==> src/hdl/sld_pkg.sv <==
// Constants shared by the static segment driver
package sld_pkg;
  localparam int SEG_COUNT = 46;
  localparam int LOAD_DELAY = 8;
  localparam int OSC_DIVIDE = 16;
  localparam int DELAY_CNT_W = 4;
  localparam logic [SEG_COUNT-1:0] SHIFT_RESET = '0;
  localparam logic [SEG_COUNT-1:0] LATCH_RESET = '0;
  localparam logic [DELAY_CNT_W-1:0] CNT_RESET = 4'h0;
  localparam logic [DELAY_CNT_W-1:0] DELAY_LAST = 4'h8;
  localparam int RESET_MIN_NS = 20000;
  localparam int CLK_PERIOD_NS = 8;
  localparam int RESET_MIN_CYCLES =
    (RESET_MIN_NS + CLK_PERIOD_NS - 1) / CLK_PERIOD_NS;
  typedef enum logic [2:0] {
    SLD_SRC_WAIT = 3'b001,
    SLD_SRC_INT = 3'b010,
    SLD_SRC_EXT = 3'b100
  } sld_src_t;
endpackage

==> src/hdl/sld_driver.sv <==
// Static segment driver: shift register, latch, backplane selection
`timescale 1ns/1ps
`default_nettype none
module sld_driver
  import sld_pkg::*;
#(
  parameter int SEGMENTS = SEG_COUNT
) (
  input wire logic core_clk, // 125 MHz system clock
  input wire logic reset_n, // Synchronous reset, active low
  input wire logic active_low_reset_n, // Device reset pin, active low
  input wire logic shift_clock, // Serial shift clock pin
  input wire logic serial_in, // Serial data pin
  input wire logic load, // Load strobe pin
  input wire logic backplane_in, // Backplane input pin
  input wire logic rc_timing_pin, // Oscillator pin
  output logic serial_out, // Cascade data out
  output logic backplane_out, // Backplane out
  output logic [SEGMENTS-1:0] segment_outputs // Segment drives
);
  if (SEGMENTS != SEG_COUNT) begin : g_seg_check
    $error("SEGMENTS must match SEG_COUNT");
  end

  // ------------------------------------------------------------
  // Pin synchronisers
  // ------------------------------------------------------------
  logic sck_rise, sck_fall, bp_lvl, bp_rise, osc_rise, din, ld, rst_pin;
  logic rst_meta;
  sld_edge_sync u_sck (.core_clk(core_clk), .reset_n(reset_n),
    .pin(shift_clock), .level(), .rise(sck_rise), .fall(sck_fall));
  sld_edge_sync u_bp (.core_clk(core_clk), .reset_n(reset_n),
    .pin(backplane_in), .level(bp_lvl), .rise(bp_rise), .fall());
  sld_edge_sync u_osc (.core_clk(core_clk), .reset_n(reset_n),
    .pin(rc_timing_pin), .level(), .rise(osc_rise), .fall());
  sld_edge_sync u_din (.core_clk(core_clk), .reset_n(reset_n),
    .pin(serial_in), .level(din), .rise(), .fall());
  sld_edge_sync u_ld (.core_clk(core_clk), .reset_n(reset_n),
    .pin(load), .level(ld), .rise(), .fall());

  // Pin reset: two flops, then acts like a reset on every later stage
  always_ff @(posedge core_clk) begin
    if (!reset_n) begin
      rst_meta <= 1'b0;
      rst_pin <= 1'b0;
    end else begin
      rst_meta <= active_low_reset_n;
      rst_pin <= rst_meta;
    end
  end
  logic dev_rst;
  assign dev_rst = !reset_n || !rst_pin;

  // ------------------------------------------------------------
  // Shift register, latch and load sequencing
  // ------------------------------------------------------------
  logic [SEGMENTS-1:0] shreg, next_shreg, latch, next_latch;
  logic [SEGMENTS-1:0] next_seg;
  logic sout, next_sout;
  logic [DELAY_CNT_W-1:0] sync_cnt, next_sync_cnt;
  logic [DELAY_CNT_W-1:0] async_cnt, next_async_cnt;
  logic ld_prev, next_ld_prev;
  logic do_load;

  always_comb begin
    next_shreg = shreg;
    next_sout = sout;
    next_sync_cnt = sync_cnt;
    next_async_cnt = async_cnt;
    next_ld_prev = ld;
    do_load = 1'b0;
    if (sck_rise) begin
      next_shreg = {shreg[SEGMENTS-2:0], din};
    end
    if (sck_fall) begin
      next_sout = shreg[SEGMENTS-1];
    end
    // Synchronous load counts shift rises from the load rise
    // Load rise that ends an asynchronous update must not arm it,
    // or the next preload would leak half-shifted data to the latch
    if (ld && !ld_prev && async_cnt != DELAY_LAST) begin
      next_sync_cnt = 4'h1;
    end
    if (sck_rise && sync_cnt != CNT_RESET) begin
      if (sync_cnt == DELAY_LAST) begin
        do_load = 1'b1;
        next_sync_cnt = CNT_RESET;
      end else begin
        next_sync_cnt = sync_cnt + 4'h1;
      end
    end
    // Asynchronous update counts backplane rises while load is low
    if (ld) begin
      next_async_cnt = CNT_RESET;
    end else if (bp_rise && async_cnt != DELAY_LAST) begin
      next_async_cnt = async_cnt + 4'h1;
      if (async_cnt == DELAY_LAST - 4'h1) begin
        do_load = 1'b1;
      end
    end
    // Last bit shifts in on the same rise that loads in synchronous mode
    next_latch = do_load ? next_shreg : latch;
    next_seg = latch ^ {SEGMENTS{bp_lvl}};
  end

  always_ff @(posedge core_clk) begin
    if (dev_rst) begin
      shreg <= SHIFT_RESET;
      latch <= LATCH_RESET;
      sout <= 1'b0;
      sync_cnt <= CNT_RESET;
      async_cnt <= CNT_RESET;
      ld_prev <= 1'b1;
      segment_outputs <= '0;
    end else begin
      shreg <= next_shreg;
      latch <= next_latch;
      sout <= next_sout;
      sync_cnt <= next_sync_cnt;
      async_cnt <= next_async_cnt;
      ld_prev <= next_ld_prev;
      segment_outputs <= next_seg;
    end
  end
  assign serial_out = sout;

  // ------------------------------------------------------------
  // Backplane source and divider
  // ------------------------------------------------------------
  sld_src_t src, next_src;
  logic [3:0] div, next_div;
  logic bp_out, next_bp_out;

  always_comb begin
    next_src = src;
    next_div = div;
    case (src)
      SLD_SRC_WAIT: begin
        if (osc_rise) next_src = SLD_SRC_INT;
        else if (bp_rise) next_src = SLD_SRC_EXT;
      end
      SLD_SRC_INT: next_src = SLD_SRC_INT;
      SLD_SRC_EXT: if (osc_rise) next_src = SLD_SRC_INT;
      default: next_src = SLD_SRC_WAIT;
    endcase
    if (osc_rise) next_div = div + 4'h1;
    if (src == SLD_SRC_INT) next_bp_out = div[3];
    else next_bp_out = bp_lvl;
  end

  always_ff @(posedge core_clk) begin
    if (dev_rst) begin
      src <= SLD_SRC_WAIT;
      div <= 4'h0;
      bp_out <= 1'b0;
    end else begin
      src <= next_src;
      div <= next_div;
      bp_out <= next_bp_out;
    end
  end
  assign backplane_out = bp_out;

  // ------------------------------------------------------------
  // Checks
  // ------------------------------------------------------------
  shift_move_a: assert property (@(posedge core_clk)
    disable iff (dev_rst) sck_rise |=> shreg[0] == $past(din))
    else $error("shift stage 0 missed serial input");
  sout_fall_a: assert property (@(posedge core_clk)
    disable iff (dev_rst)
    sck_fall |=> serial_out == $past(shreg[SEGMENTS-1]))
    else $error("serial out not updated on fall");
  reset_clear_a: assert property (@(posedge core_clk)
    dev_rst |=> shreg == '0)
    else $error("shift register not cleared");
  latch_clear_a: assert property (@(posedge core_clk)
    dev_rst |=> latch == '0)
    else $error("latch not cleared");
  seg_xor_a: assert property (@(posedge core_clk)
    disable iff (dev_rst)
    1'b1 |=> segment_outputs == ($past(latch) ^ {SEGMENTS{$past(bp_lvl)}}))
    else $error("segment not latch xor backplane");
  sync_load_a: assert property (@(posedge core_clk)
    disable iff (dev_rst)
    (sck_rise && sync_cnt == DELAY_LAST) |=> latch == shreg)
    else $error("synchronous transfer missed");
  async_load_a: assert property (@(posedge core_clk)
    disable iff (dev_rst)
    (!ld && bp_rise && async_cnt == 4'h7) |=> latch == $past(shreg))
    else $error("asynchronous update missed");
  int_sel_a: assert property (@(posedge core_clk)
    disable iff (dev_rst)
    (src == SLD_SRC_WAIT && osc_rise) |=> src == SLD_SRC_INT)
    else $error("oscillator did not select internal");
  ext_buf_a: assert property (@(posedge core_clk)
    disable iff (dev_rst)
    src != SLD_SRC_INT |=> backplane_out == $past(bp_lvl))
    else $error("backplane out not buffering input");
  bp_stop_a: assert property (@(posedge core_clk)
    dev_rst |=> !backplane_out)
    else $error("backplane out running in reset");
  div_half_a: assert property (@(posedge core_clk)
    disable iff (dev_rst)
    (src == SLD_SRC_INT) |=> backplane_out == $past(div[3]))
    else $error("divider output wrong");
  sync_c: cover property (@(posedge core_clk)
    sck_rise && sync_cnt == DELAY_LAST);
  async_c: cover property (@(posedge core_clk)
    !ld && bp_rise && async_cnt == 4'h7);
  int_c: cover property (@(posedge core_clk) src == SLD_SRC_INT);
endmodule
`default_nettype wire

==> src/hdl/sld_edge_sync.sv <==
// Two-flop synchroniser with rise and fall detection
`timescale 1ns/1ps
`default_nettype none
module sld_edge_sync (
  input wire logic core_clk, // System clock
  input wire logic reset_n, // Synchronous reset
  input wire logic pin, // Asynchronous pin
  output logic level, // Synchronised level
  output logic rise, // One-cycle rising pulse
  output logic fall // One-cycle falling pulse
);
  logic meta;
  logic sync;
  logic prev;
  logic next_meta;
  logic next_sync;
  logic next_prev;

  always_comb begin
    next_meta = pin;
    next_sync = meta;
    next_prev = sync;
  end

  always_ff @(posedge core_clk) begin
    if (!reset_n) begin
      meta <= 1'b0;
      sync <= 1'b0;
      prev <= 1'b0;
    end else begin
      meta <= next_meta;
      sync <= next_sync;
      prev <= next_prev;
    end
  end

  assign level = sync;
  assign rise = sync & ~prev;
  assign fall = ~sync & prev;
endmodule
`default_nettype wire

==> config.mk <==
export PLATFORM = sky130hd
export DESIGN_NAME = sld_driver
export DESIGN_NICKNAME = d
export VERILOG_FILES = /design/src/hdl/sld_pkg.sv /design/src/hdl/sld_driver.sv /design/src/hdl/sld_edge_sync.sv
export SDC_FILE = /design/constraint.sdc
export NUM_CORES = 1
export LEC_CHECK = 0
export BUFFER_PORTS_ARGS = -buffer_cell sky130_fd_sc_hd__buf_4
export CORE_MARGIN = 4
export CORE_UTILIZATION = 50
export CTS_CLUSTER_SIZE = 28
export DETAILED_ROUTE_END_ITERATION = 12
export GPL_ROUTABILITY_DRIVEN = 0
export PLACE_DENSITY_LB_ADDON = 0.25
export SETUP_SLACK_MARGIN = 0.2
export SLEW_MARGIN = 15
export SYNTH_ARGS = -nofsm -noshare
export SYNTH_HDL_FRONTEND = slang
export SYNTH_SLANG_ARGS = --single-unit
==> constraint.sdc <==
create_clock -name core_clk -period 4 [get_ports core_clk]
set_input_delay 0.2 -clock core_clk [delete_from_list [all_inputs] [get_ports core_clk]]
set_output_delay 0.2 -clock core_clk [all_outputs]
set_load 0.01 [all_outputs]
==> metrics <==
DRC=0; Synth Net Count=677; largest net degree at the start of global routing=87; CP top delay family=buffers and inverters; Ports=56; dominant cell type by area after synthesis=dfxtp_1; Seq/Total Area, Yosys=0.513; max-capacitance violation count=0; slew at the pin closest to its max-slew limit=1.03 ns; WL per Instance=around 16 um; status=finished clean; R2R setup slack=between 1.5 and 2 ns; DR pass1 iterations=4; worst hold stages=2; CTS resizes=0; number of setup buffers added after CTS=0; Cell Area, Placed=7070 sq um; average cell area after synthesis=~10 sq um; Synth top area share=0.513; Post-synth EDFFs=0; Final Slew Violations=0; CP bufs+invs=2; Row Count=about 40; Crit. End Element=flop; Max clock buf depth=2; Initial Util=0.520; Max Freq=approximately 0.45 GHz; LEAKAGE=2.89 nW; RSZ-0062 raised after global routing=false; #FFs+latches synth=171; synthesis-to-layout area growth=15.9%; gr usage total=0.194; initial antenna violation count=0; Detail Route Antenna Nets=0; Num CTS Buffers=17; initial DRC count=349; Max-slew headroom=0.314; TritonCTS clock tree=yes; PortBufs=55; crit path time final=about 2.2 ns; vias in the first global route=4861; clock sink count=171; H-tree Lvls=4; Fin Setup TNS=0 ns; Finish-stage setup viols=0; peak supply drop=0.306 mV; beginning of the worst hold path=reset_n; endpoints failing hold=0; CP required=4.32 ns; post-synth cell types=43; r2r endpoint=latch[36]; Top FF cell, synth=dfxtp_1; Startpoint Class=flop; vias per cell=5.60; FF-to-FF path depth=4; worst flop-to-flop path startpoint=rst_pin; share of cells above drive strength 1=0.150; Layout Cell Area excl Fill=approximately 7700 sq um; ratio of final minimum period to clock period=0.550; clk_lat worst skew=0.43 ns; Post-synth ARST share=0; ant diodes=0; CP peak stage delay=0.59 ns; dpl hpwl=7640 um; Most Frequent Cell on Critical Path=buf_4; CTS Root Cell=clkbuf_16; WP data arrival=2.52 ns; mapped cell area=between 6000 and 7000 sq um; worst hold path class=in -> reg; Setup CP Type=reg -> reg; gr ovfl total=0; Worst-path clk slew=0.06 ns; clk_skew=0.00751 ns; first-pass GRT wire length=23300 um; via count=4873; Die Height=124 um; die area=15300 sq um; core area=roughly 13000 sq um; die width=124 um; final wirelength=13900 um; yosys warns=0; Fillers=1112; Pwr Density=451 nW/um^2; NumNets Final=699; Syn Inst Count=approximately 660; synth top area cells=dfxtp_1, mux2i_1, o221ai_1; critical-path cell list=buf_4 -> nand2_4 -> buf_4 -> o31ai_1; Hold Path Sink=u_bp.level; Critical Path Fanout Max=86; critical path's slowest cell=nand2_4
-- worst reg2reg max path, stage by stage, from the launching register on --
cell	delay, ns
dfxtp_1	0.31
buf_4	0.40
nand2_4	0.60
buf_4	0.51
o31ai_1	0.30
-- cell usage in the layout, fill, tap and decap left out, types with 11 or more instances in the layout --
cell	instances
a21oi_1	11
and2_1	15
and3_1	46
buf_4	64
clkbuf_16	17
dfxtp_1	170
mux2i_1	48
nor2_1	97
o221ai_1	47
o31ai_1	46
xnor2_1	47
-- how the worst max path moves through the flow --
stage / from / end / slack, ns / cells past startpoint
global placement: rst_pin / latch[29] / 1.91 / 4
detailed placement: rst_pin / latch[44] / 1.85 / 4
finish: rst_pin / latch[36] / 1.80 / 4
global route: rst_pin / latch[10] / 1.63 / 4
floorplan: sync_cnt[0] / sync_cnt[3] / 2.46 / 5
CTS: rst_pin / latch[36] / 1.80 / 4
-- synthesized netlist by cell type (2+ instances only) --
cell type  instances
o31ai_1           46
dfxtp_1          171
o221ai_1          47
xnor2_1           47
nand2b_1           7
o21ai_0            5
buf_1              4
nor3b_1            2
ha_1               5
buf_2             14
nor2b_1            7
nand3b_1           5
or3_1              2
nor2_1            97
buf_6              5
nand3_1            6
and2_1            15
nand2_1            4
a31oi_1            2
and3_1            46
buf_4              5
mux2i_1           48
clkbuf_1          39
a21oi_1           11
inv_1              6
-- where the power goes --
| group | total [mW] | internal (mW) | switching (mW) |
|---|---|---|---|
| combinational | 0.112 | 0.0404 | 0.0715 |
| clock | 1.66 | 1.01 | 0.646 |
| sequential | 1.72 | 1.71 | 0.00420 |
-- timing repair --
action	4_1_cts	5_1_grt
endpoints found under the hold margin	6	0
hold buffers	6	0
setup endpoints to repair	0	0
-- stage by stage --
stage	setup WS, ns	utilization	cells	hold slack [ns]	total power [mW]
floorplan	2.46	-	664	0.327	1.84
global placement	1.91	0.551	833	0.415	1.86
detailed placement	1.85	0.551	833	0.419	1.86
CTS	1.80	0.603	870	0.303	3.52
global route	1.63	0.603	870	0.339	3.60
finish	1.80	0.603	870	0.334	3.48
-- routing by layer --
layer,vias up,part of all wire,track usage
li1,2392,-,-
met1,2364,0.46,0.238
met2,104,0.49,0.326
met3,13,0.041,0.0526
met4,0,0.013,0.0747
met5,-,0,0
-- sequential cells by signal, summed over array words and instances (netlist names), 3 cells and up --
signal,cells
sync_cnt,4
segment_outputs,46
shreg,46
div,4
latch,46
async_cnt,4
src,3
-- final cells by class --
type                            count  area [sq um]  share of cell area
Multi-Input combinational cell    420          2930               0.379
Inverter                            6          22.5             0.00291
Clock buffer                       20           457              0.0591
Sequential cell                   171          3420               0.443
Clock inverter                     11           144              0.0186
Tap cell                          172           215              0.0278
Timing Repair Buffer               70           541              0.0699
-- cells by family after synthesis --
family	count (synthesis)	synth area share
simple gates	199	0.151
flops	171	0.513
fa+ha+maj	5	0.00938
xor+xnor	48	0.0630
buf+inv	73	0.0521
compound gates	120	0.139
mux	48	0.0720
(Power assumes the default switching activity.)
